--- config.mk ---
export PLATFORM = sky130hd
export DESIGN_NAME = cbad_router
export DESIGN_NICKNAME = d
export VERILOG_FILES = /design/src/cbad_pkg.sv /design/src/cbad_decode.sv /design/src/cbad_router.sv
export SDC_FILE = /design/constraint.sdc
export NUM_CORES = 1
export LEC_CHECK = 0
export BUFFER_PORTS_ARGS = -buffer_cell sky130_fd_sc_hd__buf_2
export CORE_UTILIZATION = 50
export DETAILED_ROUTE_END_ITERATION = 7
export HOLD_SLACK_MARGIN = 0.06
export PLACE_DENSITY = 0.77
export SYNTH_ARGS = -nofsm -noshare
export SYNTH_HDL_FRONTEND = slang
export SYNTH_HIERARCHICAL = 1
export SYNTH_SLANG_ARGS = --single-unit
--- constraint.sdc ---
create_clock -name core_clk -period 16.7 [get_ports core_clk]
set_input_delay 0.835 -clock core_clk [delete_from_list [all_inputs] [get_ports core_clk]]
set_output_delay 0.835 -clock core_clk [all_outputs]
set_load 0.02 [all_outputs]
--- src/cbad_pkg.sv ---
// Package: address map, targets and bus carriers for the bus decoder
package cbad_pkg;

    localparam logic [31:0] IBUS_LO      = 32'h4000_0000;
    localparam logic [31:0] SHARED_LO    = 32'h5000_0000;
    localparam logic [31:0] DEXT_LO      = 32'h3C00_0000;
    localparam logic [31:0] DEXT_HI      = 32'h3C7F_FFFF;
    localparam logic [31:0] DSRAM1_LO    = 32'h3FC8_0000;
    localparam logic [31:0] DSRAM1_HI    = 32'h3FCD_FFFF;
    localparam logic [31:0] DROM1_LO     = 32'h3FF0_0000;
    localparam logic [31:0] DROM1_HI     = 32'h3FF1_FFFF;
    localparam logic [31:0] IROM0_LO     = 32'h4000_0000;
    localparam logic [31:0] IROM0_HI     = 32'h4003_FFFF;
    localparam logic [31:0] IROM1_LO     = 32'h4004_0000;
    localparam logic [31:0] IROM1_HI     = 32'h4005_FFFF;
    localparam logic [31:0] ISRAM0_LO    = 32'h4037_C000;
    localparam logic [31:0] ISRAM0_HI    = 32'h4037_FFFF;
    localparam logic [31:0] ISRAM1_LO    = 32'h4038_0000;
    localparam logic [31:0] ISRAM1_HI    = 32'h403D_FFFF;
    localparam logic [31:0] IEXT_LO      = 32'h4200_0000;
    localparam logic [31:0] IEXT_HI      = 32'h427F_FFFF;
    localparam logic [31:0] RTC_LO       = 32'h5000_0000;
    localparam logic [31:0] RTC_HI       = 32'h5000_1FFF;
    localparam logic [31:0] PERI_LO      = 32'h6000_0000;
    localparam logic [31:0] PERI_HI      = 32'h600D_0FFF;

    // Access sizes: byte, half word, word
    localparam logic [1:0]  SIZE_B       = 2'h0;
    localparam logic [1:0]  SIZE_H       = 2'h1;
    localparam logic [1:0]  SIZE_W       = 2'h2;

    // Requester identity: processor or another bus master
    localparam logic        MST_CPU      = 1'h0;

    // Decoded targets, one-hot
    typedef enum logic [7:0] {
        CBAD_T_NONE  = 8'h00,
        CBAD_T_ROM0  = 8'h01,
        CBAD_T_ROM1  = 8'h02,
        CBAD_T_SRAM0 = 8'h04,
        CBAD_T_SRAM1 = 8'h08,
        CBAD_T_RTC   = 8'h10,
        CBAD_T_EXT   = 8'h20,
        CBAD_T_PERI  = 8'h40
    } cbad_target_t;

    // Request from one bus master port
    typedef struct packed {
        logic        valid;
        logic        write;
        logic        master;
        logic [1:0]  size;
        logic [31:0] addr;
        logic [31:0] wdata;
    } cbad_req_t;

    // Response back to a master
    typedef struct packed {
        logic        done;
        logic        err;
        logic [31:0] rdata;
    } cbad_rsp_t;

    // Routed request to a downstream target
    typedef struct packed {
        logic        valid;
        logic        write;
        logic [7:0]  target;
        logic [31:0] offset;
        logic [3:0]  strb;
        logic [31:0] wdata;
    } cbad_route_t;

endpackage

--- src/cbad_decode.sv ---
// Address classifier: maps one address on one bus to a target and offset
`timescale 1ns/1ns
`default_nettype none
module cbad_decode
    import cbad_pkg::*;
(
    input  wire logic        is_ibus,
    input  wire logic [31:0] addr,
    output var  logic [7:0]  target,
    output var  logic [31:0] offset
);

    function automatic logic in_rng(input logic [31:0] a,
                                    input logic [31:0] lo,
                                    input logic [31:0] hi);
        in_rng = (a >= lo) && (a <= hi);
    endfunction

    always_comb begin
        target = CBAD_T_NONE;
        offset = 32'h0000_0000;
        if (addr < IBUS_LO) begin
            // Data-only region
            if (!is_ibus) begin
                if (in_rng(addr, DEXT_LO, DEXT_HI)) begin
                    target = CBAD_T_EXT;
                    offset = addr - DEXT_LO;
                end else if (in_rng(addr, DSRAM1_LO, DSRAM1_HI)) begin
                    target = CBAD_T_SRAM1;
                    offset = addr - DSRAM1_LO;
                end else if (in_rng(addr, DROM1_LO, DROM1_HI)) begin
                    target = CBAD_T_ROM1;
                    offset = addr - DROM1_LO;
                end
            end
        end else if (addr < SHARED_LO) begin
            // Instruction-only region
            if (is_ibus) begin
                if (in_rng(addr, IROM0_LO, IROM0_HI)) begin
                    target = CBAD_T_ROM0;
                    offset = addr - IROM0_LO;
                end else if (in_rng(addr, IROM1_LO, IROM1_HI)) begin
                    target = CBAD_T_ROM1;
                    offset = addr - IROM1_LO;
                end else if (in_rng(addr, ISRAM0_LO, ISRAM0_HI)) begin
                    target = CBAD_T_SRAM0;
                    offset = addr - ISRAM0_LO;
                end else if (in_rng(addr, ISRAM1_LO, ISRAM1_HI)) begin
                    target = CBAD_T_SRAM1;
                    offset = addr - ISRAM1_LO;
                end else if (in_rng(addr, IEXT_LO, IEXT_HI)) begin
                    target = CBAD_T_EXT;
                    offset = addr - IEXT_LO;
                end
            end
        end else begin
            // Shared by both buses
            if (in_rng(addr, RTC_LO, RTC_HI)) begin
                target = CBAD_T_RTC;
                offset = addr - RTC_LO;
            end else if (in_rng(addr, PERI_LO, PERI_HI)) begin
                target = CBAD_T_PERI;
                offset = addr - PERI_LO;
            end
            // Everything else stays unmapped
        end
    end

endmodule
`default_nettype wire

--- src/cbad_router.sv ---
// Top: dual-bus decoder and router with permission gating
// Operation
// - Addresses below 0x4000_0000 belong only to data bus space.
// - 0x4000_0000 to 0x4FFF_FFFF belong only to instruction bus space.
// - Addresses from 0x5000_0000 upward are shared by both buses.
// - Both buses place bytes on lanes little-endian.
// - Data bus allows byte, even-address half word and aligned word accesses.
// - Data 0x3C00_0000 to 0x3C7F_FFFF route to external memory cache.
// - Data 0x3FC8_0000 to 0x3FCD_FFFF select SRAM segment one.
// - Data 0x3FF0_0000 to 0x3FF1_FFFF select ROM segment one.
// - Instruction 0x4000_0000 to 0x4003_FFFF select ROM segment zero.
// - Instruction 0x4004_0000 to 0x4005_FFFF select ROM segment one.
// - Instruction 0x4037_C000 to 0x4037_FFFF select SRAM segment zero.
// - Instruction 0x4038_0000 to 0x403D_FFFF select SRAM segment one.
// - Instruction 0x4200_0000 to 0x427F_FFFF route to external cache.
// - 0x5000_0000 to 0x5000_1FFF select retention SRAM from either bus.
// - 0x6000_0000 to 0x600D_0FFF route to peripherals from either bus.
// - Unmapped gaps, including above 0x600D_0FFF, decode to no target.
// - Writes never alter either ROM segment.
// - Aliased views reach the same physical storage.
// - Internal memory is reached only with permission granted.
// - Part of internal SRAM can be assigned as cache storage.
// - Retention SRAM accepts the processor only.
// - Aliased windows map word for word at equal offsets.
// - SRAM zero used as cache blocks its instruction window.
`timescale 1ns/1ns
`default_nettype none
module cbad_router
    import cbad_pkg::*;
(
    input  wire logic        core_clk,
    input  wire logic        rstn,
    input  wire cbad_req_t   dbus_req,
    input  wire cbad_req_t   ibus_req,
    input  wire logic [7:0]  perm_dbus,
    input  wire logic [7:0]  perm_ibus,
    input  wire logic        sram0_cache_en,
    input  wire logic [31:0] tgt_rdata,
    output var  cbad_rsp_t   dbus_rsp,
    output var  cbad_rsp_t   ibus_rsp,
    output var  cbad_route_t route,
    output var  logic        route_ibus
);

    // One access every two cycles; data bus wins a same-cycle collision and the
    // instruction bus holds its request until done.
    typedef enum logic [1:0] {
        CBAD_S_IDLE = 2'h1,
        CBAD_S_RESP = 2'h2
    } cbad_state_t;

    cbad_state_t state_reg;
    cbad_state_t state_next;

    logic        sel_ibus;
    cbad_req_t   req;
    logic [7:0]  tgt;
    logic [31:0] off;
    logic        size_ok;
    logic        perm_ok;
    logic        ok;
    logic [3:0]  strb;
    logic [31:0] wlane;
    logic        err_reg;
    logic        ibus_sel_reg;
    logic [1:0]  lane_reg;
    logic [1:0]  size_reg;

    assign sel_ibus = !dbus_req.valid && ibus_req.valid;
    assign req      = sel_ibus ? ibus_req : dbus_req;

    cbad_decode u_dec (
        .is_ibus (sel_ibus),
        .addr    (req.addr),
        .target  (tgt),
        .offset  (off)
    );

    // Lane strobes for a size and low address bits; little-endian
    function automatic logic [3:0] lane_strb(input logic [1:0] sz,
                                             input logic [1:0] a);
        case (sz)
            SIZE_B:  lane_strb = 4'h1 << a;
            SIZE_H:  lane_strb = 4'h3 << a;
            default: lane_strb = 4'hF;
        endcase
    endfunction

    always_comb begin
        if (sel_ibus) begin
            size_ok = (req.size == SIZE_W) && (req.addr[1:0] == 2'h0);
        end else begin
            case (req.size)
                SIZE_B:  size_ok = 1'b1;
                SIZE_H:  size_ok = (req.addr[0] == 1'b0);
                SIZE_W:  size_ok = (req.addr[1:0] == 2'h0);
                default: size_ok = 1'b0;
            endcase
        end
    end

    always_comb begin
        perm_ok = ((sel_ibus ? perm_ibus : perm_dbus) & tgt) != 8'h00;
        if ((tgt == CBAD_T_ROM0 || tgt == CBAD_T_ROM1) && req.write) begin
            perm_ok = 1'b0;
        end
        if (tgt == CBAD_T_RTC && req.master != MST_CPU) begin
            perm_ok = 1'b0;
        end
        if (tgt == CBAD_T_SRAM0 && sram0_cache_en) begin
            perm_ok = 1'b0;
        end
    end

    assign ok    = (tgt != CBAD_T_NONE) && size_ok && perm_ok;
    assign strb  = lane_strb(req.size, req.addr[1:0]);
    assign wlane = req.wdata << {req.addr[1:0], 3'h0};

    always_comb begin
        state_next = state_reg;
        case (state_reg)
            CBAD_S_IDLE: begin
                if (req.valid) begin
                    state_next = CBAD_S_RESP;
                end
            end
            CBAD_S_RESP: begin
                state_next = CBAD_S_IDLE;
            end
            default: begin
                state_next = CBAD_S_IDLE;
            end
        endcase
    end

    always_ff @(posedge core_clk) begin
        if (!rstn) begin
            state_reg <= CBAD_S_IDLE;
        end else begin
            state_reg <= state_next;
        end
    end

    // Aliased windows share one target code and a window-relative offset,
    // so both views land on the same storage word.
    always_ff @(posedge core_clk) begin
        if (!rstn) begin
            route      <= '0;
            route_ibus <= 1'b0;
        end else if (state_reg == CBAD_S_IDLE && req.valid && ok) begin
            route.valid  <= 1'b1;
            route.write  <= req.write;
            route.target <= tgt;
            route.offset <= off;
            route.strb   <= strb;
            route.wdata  <= wlane;
            route_ibus   <= sel_ibus;
        end else begin
            route.valid  <= 1'b0;
            route_ibus   <= 1'b0;
        end
    end

    always_ff @(posedge core_clk) begin
        if (!rstn) begin
            err_reg      <= 1'b0;
            ibus_sel_reg <= 1'b0;
            lane_reg     <= 2'h0;
            size_reg     <= 2'h0;
        end else if (state_reg == CBAD_S_IDLE && req.valid) begin
            err_reg      <= !ok;
            ibus_sel_reg <= sel_ibus;
            lane_reg     <= req.addr[1:0];
            size_reg     <= req.size;
        end
    end

    // Response one cycle after the route; target read data is aligned
    // down to lane zero and masked to the access size.
    always_ff @(posedge core_clk) begin
        if (!rstn) begin
            dbus_rsp <= '0;
            ibus_rsp <= '0;
        end else if (state_reg == CBAD_S_RESP) begin
            dbus_rsp.done  <= !ibus_sel_reg;
            ibus_rsp.done  <= ibus_sel_reg;
            dbus_rsp.err   <= !ibus_sel_reg && err_reg;
            ibus_rsp.err   <= ibus_sel_reg && err_reg;
            dbus_rsp.rdata <= err_reg ? 32'h0000_0000 :
                (tgt_rdata >> {lane_reg, 3'h0}) &
                ((size_reg == SIZE_B) ? 32'h0000_00FF :
                 (size_reg == SIZE_H) ? 32'h0000_FFFF : 32'hFFFF_FFFF);
            ibus_rsp.rdata <= err_reg ? 32'h0000_0000 : tgt_rdata;
        end else begin
            dbus_rsp.done <= 1'b0;
            ibus_rsp.done <= 1'b0;
            dbus_rsp.err  <= 1'b0;
            ibus_rsp.err  <= 1'b0;
        end
    end

    rom_nowrite_a: assert property (
        @(posedge core_clk) disable iff (!rstn)
        route.valid |-> !(route.write &&
        (route.target == CBAD_T_ROM0 || route.target == CBAD_T_ROM1)))
        else $error("write routed to ROM");

    resp_timing_a: assert property (
        @(posedge core_clk) disable iff (!rstn)
        (state_reg == CBAD_S_IDLE && req.valid) |-> ##2
        (dbus_rsp.done || ibus_rsp.done))
        else $error("response not two cycles after request");

    gap_error_a: assert property (
        @(posedge core_clk) disable iff (!rstn)
        (state_reg == CBAD_S_IDLE && req.valid && tgt == CBAD_T_NONE) |->
        ##1 !route.valid ##1 (dbus_rsp.err || ibus_rsp.err))
        else $error("unmapped access not errored");

    perm_gate_a: assert property (
        @(posedge core_clk) disable iff (!rstn)
        (state_reg == CBAD_S_IDLE && req.valid && !perm_ok) |=> !route.valid)
        else $error("refused access reached memory");

    rtc_cpu_a: assert property (
        @(posedge core_clk) disable iff (!rstn)
        (state_reg == CBAD_S_IDLE && req.valid && tgt == CBAD_T_RTC &&
         req.master != MST_CPU) |-> ##2 (dbus_rsp.err || ibus_rsp.err))
        else $error("retention SRAM reached by non-processor");

    ibus_size_a: assert property (
        @(posedge core_clk) disable iff (!rstn)
        (state_reg == CBAD_S_IDLE && sel_ibus && req.addr[1:0] != 2'h0)
        |=> !route.valid ##1 ibus_rsp.err)
        else $error("unaligned instruction access accepted");

    cache_blk_a: assert property (
        @(posedge core_clk) disable iff (!rstn)
        route.valid && route.target == CBAD_T_SRAM0 |->
        !$past(sram0_cache_en))
        else $error("SRAM zero reached while used as cache");

    dbus_map_a: assert property (
        @(posedge core_clk) disable iff (!rstn)
        (state_reg == CBAD_S_IDLE && !sel_ibus && req.valid &&
         req.addr >= DSRAM1_LO && req.addr <= DSRAM1_HI) |->
        tgt == CBAD_T_SRAM1 && off == req.addr - DSRAM1_LO)
        else $error("data SRAM window misdecoded");

    done_pulse_a: assert property (
        @(posedge core_clk) disable iff (!rstn)
        (dbus_rsp.done || ibus_rsp.done) |=>
        !(dbus_rsp.done || ibus_rsp.done))
        else $error("response done held past one cycle");

    one_resp_a: assert property (
        @(posedge core_clk) disable iff (!rstn)
        !(dbus_rsp.done && ibus_rsp.done))
        else $error("both buses answered in one cycle");

    err_done_a: assert property (
        @(posedge core_clk) disable iff (!rstn)
        (dbus_rsp.err |-> dbus_rsp.done) and
        (ibus_rsp.err |-> ibus_rsp.done))
        else $error("error flag without done");

    err_zero_a: assert property (
        @(posedge core_clk) disable iff (!rstn)
        dbus_rsp.err |-> dbus_rsp.rdata == 32'h0000_0000)
        else $error("errored read returned data");

    route_pulse_a: assert property (
        @(posedge core_clk) disable iff (!rstn)
        route.valid |=> !route.valid)
        else $error("route held past one cycle");

    tgt_onehot_a: assert property (
        @(posedge core_clk) disable iff (!rstn)
        route.valid |-> $onehot(route.target))
        else $error("route target not one-hot");

    route_done_a: assert property (
        @(posedge core_clk) disable iff (!rstn)
        route.valid |=> (dbus_rsp.done || ibus_rsp.done) &&
        !dbus_rsp.err && !ibus_rsp.err)
        else $error("routed access not completed cleanly");

    ibus_strb_a: assert property (
        @(posedge core_clk) disable iff (!rstn)
        route.valid && route_ibus |-> route.strb == 4'hF)
        else $error("instruction route not a full word");

    byte_mask_a: assert property (
        @(posedge core_clk) disable iff (!rstn)
        (state_reg == CBAD_S_RESP && !ibus_sel_reg && size_reg == SIZE_B)
        |=> dbus_rsp.rdata[31:8] == 24'h00_0000)
        else $error("byte read not masked to lane zero");

    rtc_route_a: assert property (
        @(posedge core_clk) disable iff (!rstn)
        route.valid && route.target == CBAD_T_RTC |->
        $past(req.master) == MST_CPU)
        else $error("retention SRAM routed to non-processor");

    perm_route_a: assert property (
        @(posedge core_clk) disable iff (!rstn)
        route.valid |-> ((route_ibus ? $past(perm_ibus) : $past(perm_dbus)) &
        route.target) != 8'h00)
        else $error("route issued without permission");

    rst_quiet_a: assert property (
        @(posedge core_clk)
        !rstn |=> !route.valid && !dbus_rsp.done && !ibus_rsp.done)
        else $error("outputs active after reset");

endmodule
`default_nettype wire

======== Yosys cells after proc, flatten, opt, wreduce, memory -nomap -nowiden ========
Index checks and enable logic that the tools add are counted.
storage, ports and cells
  input port bits ......................... 189
  output and inout port bits .............. 147
  register bits after elaboration ......... 155
operators by class
  reduce and logical (&&, ||, !) cells .... 33
  eq/ne operators ......................... 9
  order comparisons ....................... 22
  add/subtract/negate cells ............... 10
  bitwise logic cells ..................... 3
  multiplexer cells ....................... 41
  shift operators ......................... 4
operators by type and width
  operator                                                                             count
  32-bit 2-to-1 mux                                                                    18
  32-bit by 31-bit >= comparator with 1-bit output (second input constant)             7
  32-bit by 31-bit less-or-equal comparator with 1-bit output (second input constant)  7
  32-bit by 31-bit subtractor with 32-bit output (second input constant)               7
  32-bit by 30-bit >= comparator with 1-bit output (second input constant)             3
  32-bit by 30-bit less-or-equal comparator with 1-bit output (second input constant)  3
  8-bit 2-to-1 mux                                                                     12
  32-bit by 30-bit subtractor with 32-bit output (second input constant)               3
  69-bit 2-to-1 mux                                                                    1
  32-bit by 31-bit less-than comparator with 1-bit output (second input constant)      2
  32-bit AND                                                                           1
  32-bit by 5-bit << shifter with 32-bit output                                        1
  32-bit by 5-bit >> shifter with 32-bit output                                        1
  1-bit logical AND                                                                    21
  8-bit nonzero test                                                                   2
  8-bit AND                                                                            1
  8-bit by 1-bit == test with 1-bit output (second input constant)                     1
  8-bit by 2-bit == test with 1-bit output (second input constant)                     1
  8-bit by 3-bit == test with 1-bit output (second input constant)                     1
  8-bit by 5-bit == test with 1-bit output (second input constant)                     1
  4-bit case mux with 2 select lines                                                   1
  7-bit 2-to-1 mux                                                                     1
  2-bit by 1-bit == test with 1-bit output (second input constant)                     3
  2-bit logical NOT                                                                    3
  11 further kinds                                                                     20

======== Logic depth before layout (Yosys ltp) ========
  word-level depth ........................ 22
  depth in mapped cells ................... 26
  mapped depth without buffers ............ 18

======== Modules after synthesis ========
Netlist, hierarchy kept.
modules (own cells, without submodules)
  module       cells an instance  sequential area each (sq um)  times used  area an instance (sq um)
  cbad_router  973                3,103.0                       1           7,631.1
  cbad_decode  513                0.0                           1           3,271.9

======== Worst setup path before layout ========
No wires, ideal clock.
  path type ............................... input port to flip-flop
  start point ............................. input dbus_req[68] in the netlist's numbering
  end point ............................... register route[10] in the netlist's numbering
  path slack .............................. 10.495 ns
  arrival ................................. 6.079 ns
  required time ........................... 16.575 ns
  cell stages on the path ................. 25
  cell sequence ........................... nand2b_1 > buf_4 > clkbuf_1 > clkbuf_1 > clkbuf_1 > buf_1 > nand2_1 > nand2_1 > clkbuf_1 > inv_1 > ha_1 > nand2b_1 > a21oi_1 > o21ai_1 > mux2_2 > clkbuf_1 > nand2_1 > o31ai_1 > nand2_1 > mux2i_1 > a2111oi_2 > a211oi_2 > nand2_2 > buf_2 > mux2i_1
RTL lines
  item             RTL line           RTL
  start, declared  cbad_router.sv:33  input wire cbad_req_t dbus_req,
  end, declared    cbad_router.sv:41  output var cbad_route_t route,

======== Worst setup path after layout ========
  start point ............................. input dbus_req[68] in the netlist's numbering
  end point ............................... register route[7] in the netlist's numbering
on the way
  elaborated cells on any way between the ends .. 77
  those cells by class .................... 22 x order compare; 6 x eq/ne; 1 x shift; 21 x mux; 2 x bitwise; 25 x reduce/logical
RTL lines
  item                                                                                                                             RTL line            RTL
  1-bit logical NOT *                                                                                                              cbad_router.sv:69   assign sel_ibus = !dbus_req.valid && ibus_req.valid;
  1-bit logical AND *                                                                                                              cbad_router.sv:69
  69-bit 2-to-1 mux                                                                                                                cbad_router.sv:70   assign req = sel_ibus ? ibus_req : dbus_req;
  32-bit by 31-bit >= comparator with 1-bit output or 32-bit by 31-bit less-or-equal comparator with 1-bit output (tied branches)  cbad_decode.sv:16   in_rng = (a >= lo) && (a <= hi);
  1-bit logical AND                                                                                                                cbad_decode.sv:16
  8-bit 2-to-1 mux                                                                                                                 cbad_decode.sv:48   end else if (in_rng(addr, ISRAM1_LO, ISRAM1_HI)) begin
  8-bit 2-to-1 mux                                                                                                                 cbad_decode.sv:45   end else if (in_rng(addr, ISRAM0_LO, ISRAM0_HI)) begin
  8-bit 2-to-1 mux                                                                                                                 cbad_decode.sv:42   end else if (in_rng(addr, IROM1_LO, IROM1_HI)) begin
  [4 not listed]                                                                                                                   --
  named net tgt[0]                                                                                                                 cbad_router.sv:57   logic [7:0] tgt;
  8-bit by 1-bit == test with 1-bit output or 8-bit by 2-bit == test with 1-bit output (tied branches)                             cbad_router.sv:104  if ((tgt == CBAD_T_ROM0 || tgt == CBAD_T_ROM1) && req.write) begin
  1-bit logical OR                                                                                                                 cbad_router.sv:104
  1-bit logical AND                                                                                                                cbad_router.sv:104
  1-bit 2-to-1 mux                                                                                                                 cbad_router.sv:104
  1-bit 2-to-1 mux                                                                                                                 cbad_router.sv:107  if (tgt == CBAD_T_RTC && req.master != MST_CPU) begin
  1-bit 2-to-1 mux                                                                                                                 cbad_router.sv:110  if (tgt == CBAD_T_SRAM0 && sram0_cache_en) begin
  1-bit logical AND *                                                                                                              cbad_router.sv:115  assign ok = (tgt != CBAD_T_NONE) && size_ok && perm_ok;
  1-bit logical AND *                                                                                                              cbad_router.sv:150  end else if (state_reg == CBAD_S_IDLE && req.valid && ok) begin
The timed path passes the listed nets; every way through them passes the cells marked *.
A chain may end at the register's enable or synchronous reset.

==> metrics.md <==
| Metric | Value |
|---|---|
| Outcome | complete, but fails checks |
| Failing checks | DRC |
| Slew @ Worst Pin | about 1 ns |
| Iteration-0 DRC count of the detailed router | 1361 |
| Starting density of the core | 51.4% |
| Syn Inst Count | 1486 |
| Grt ovf | 0 |
| Initial antenna violation count | 4 |
| Mean Syn Cell Area | ~7.3 um2 |
| Largest net degree at the start of global routing | 101 |
| First-pass GRT wire length | 67600 um |
| Post-Syn Nets | 1708 |
| Via Count | 12807 |
| Total Wirelength | 45200 um |
| Max_slew headroom | 31.7% |
| Post-CTS resize count | 0 |
| Final Cycle Share | 50.1% |
| Register area share after synthesis | 28.5% |
| Dominant cell by count in the synthesized netlist | nand2_1 |
| Layout cell share with drive strength beyond 1 | 24.1% |
| Final Max Tran Viols | 0 |
| Top FF cell, synth | dfxtp_1 |
| GRT Resource Usage Total | 39.3% |
| WS Path Type | in -> reg |
| Cts bufs inserted | 17 |
| DRT Pass-1 Iters | 8 |
| Largest regs | route: 78 flops, dbus_rsp: 34 flops, ibus_rsp: 34 flops |
| Biggest area consumer among synthesized cells | dfxtp_1 |
| Filler cell count in the final layout | ~2000 |
| Sink Count | between 150 and 200 |
| Clock slew at reported path FFs | ~0.060 ns |
| CTS max path bufs | 2 |
| Max_cap viols | 0 |
| Mapped Area | 10900 um2 |
| CTS tree | done |
| Worst R2R Setup Slack | about 13 ns |
| Worst vdd ir | 0.0826 mV |
| Core area | 21200 um2 |
| Top reg by flops | route |
| Final Hold Vio Count | 0 |
| Non-filler instance count after layout | slightly above 2000 |
| Setup crit start kind | input port |
| Num rows | 53 |
| Placed cells | 1993 |
| # IOs | about 340 |
| Synth cell types | 82 |
| Clk_skew | 0.0111 ns |
| Vias in the first global route | about 12000 |
| EDFF count, synth | 0 |
| Die area | 22400 um2 |
| Leak Pwr | 5.71 nW |
| Clock latency at the later pin of the worst-skew pair | 0.42 ns |
| Detail Route Antenna Nets | 0 |
| GPL Wtd Cong | 0.980 |
| Worst path required time | roughly 17 ns |
| Min Tclk post-route | 8.37 ns |
| Final setup fails | 0 |
| Peak Freq | 0.119 GHz |
| Die X | 150 um |
| CP endpoint kind | flop |
| CP max FO | 52 |
| Die Ht | about 150 um |
| Final HPWL DP | ~34000 um |
| Vias/cell | between 6 and 7 |
| Max FFs per register | 78 |
| Min-delay worst type | reg -> reg |
| Worst Path Arrival | 8.67 ns |
| RSZ-0062 raised after global routing | false |
| FFs w/ async S/R, synth | 0% |
| Number of H-tree levels | 4 |
| P&R area growth vs syn | 20.7% |
| DR DRC count | 2 |
| Area share of the largest cell type after synthesis | roughly 28% |
| Synth Register Bits | 155 |
| IO Port Bufs | 335 |
| Clock tree root driver cell | clkbuf_16 |
| Postcts setup bufs | 0 |
| Commonest cells post-synth | nand2_1 (198), a21oi_1 (166), dfxtp_1 (155) |
| Hold-fix buffers, CTS | 0 |
| Largest cells by area after synthesis | dfxtp_1 (28%), a21oi_1 (7.6%), nand2_1 (6.8%) |
| Ys Warns | 6 |
| Final net count | 1959 |
| Wire per inst | 22.2 um |
| Sum Neg Setup Slack | 0 ns |
| Pwr per Cell Area | 79.6 nW/um2 |
-- power breakdown --
part	total, W	internal, W	switching [W]
combinational	0.000305	0.0000994	0.000206
clock	0.000355	0.000205	0.000150
sequential	0.000387	0.000380	0.00000640
total	0.00105	0.000685	0.000362
-- final timing paths --
kind / from / to / cells past startpoint
min: route[11]$_SDFFE_PN0P_ / route[11]$_SDFFE_PN0P_ / 2
max reg2reg: state_reg[1]$_SDFFE_PN0P_ / route[7]$_SDFFE_PN0P_ / 7
max: dbus_req[68] / route[7]$_SDFFE_PN0P_ / 17
min reg2reg: route[11]$_SDFFE_PN0P_ / route[11]$_SDFFE_PN0P_ / 2
-- layer usage --
metal / global-route usage (%) / vias to the layer above / wire (um)
met5: 0 / - / 0
met4: 21.6 / 0 / 2320
met3: 6.83 / 169 / 4020
met2: 66.6 / 778 / 21700
met1: 47.1 / 5925 / 17100
li1: - / 5935 / -
-- cell type report --
type                       instances  area, um2  share of cell area, %
clock buffer                      22        484                   3.68
clock inverter                     9       66.3                  0.504
multi-input combinational       1179       7200                   54.7
tap                              275        344                   2.62
sequential                       155       3100                   23.6
antenna                            9       22.5                  0.171
timing repair buffer             355       1830                   13.9
inverter                          29        111                  0.846
-- logic make-up after synthesis --
group | Yosys count | synth area share (%)
buffers and inverters | 152 | 5.84
and+or+nand+nor | 584 | 26.3
adders and majority gates | 33 | 3.79
other | 1 | 0.0344
xor gates and xnor gates | 13 | 1.04
DFF | 155 | 28.5
AOI/OAI and AO/OA | 471 | 27.3
muxes | 77 | 7.24
-- critical path, cell delays in order --
cell and delay [ns]:
buf_2 0.10, nand2b_4 0.42, buf_4 0.52, mux2i_1 0.83, inv_1 0.63, nor4_1 0.59, nand4_1 0.35, or4_1 0.57
a22o_1 0.38, nor2_1 0.60, nand2_1 0.15, mux2i_1 0.25, a2111oi_2 0.11, a211oi_4 0.79, buf_4 0.55, nand2_2 0.41
o41ai_1 0.50
-- per-stage QoR --
stage / setup slack, ns / util [%] / total power, W / hold slack, ns / cell area (um2)
after floorplan: 10.50 / - / 0.000588 / 0.434 / 10900
after global placement: 8.52 / 59.3 / 0.000690 / 0.444 / 12600
after detailed placement: 8.18 / 59.3 / 0.000689 / 0.449 / 12600
after CTS: 8.54 / 61.9 / 0.00104 / 0.467 / 13100
after global routing: 7.71 / 61.9 / 0.00109 / 0.491 / 13100
final: 8.33 / 62.0 / 0.00105 / 0.469 / 13200
-- cell usage in the layout, fill, tap and decap left out, drive strengths merged, types with 13 or more instances in the layout --
cell    count
a211oi     53
a21oi     167
a22oi      36
and2       23
and3       21
buf       355
clkbuf     22
dfxtp     155
ha         33
inv        28
mux2       15
mux2i      62
nand2     199
nand3      72
nand4      15
nor2      121
nor2b      22
nor3       14
nor3b      33
nor4       19
o211ai     19
o21ai      96
xnor2      13
(Power assumes the default switching activity.)
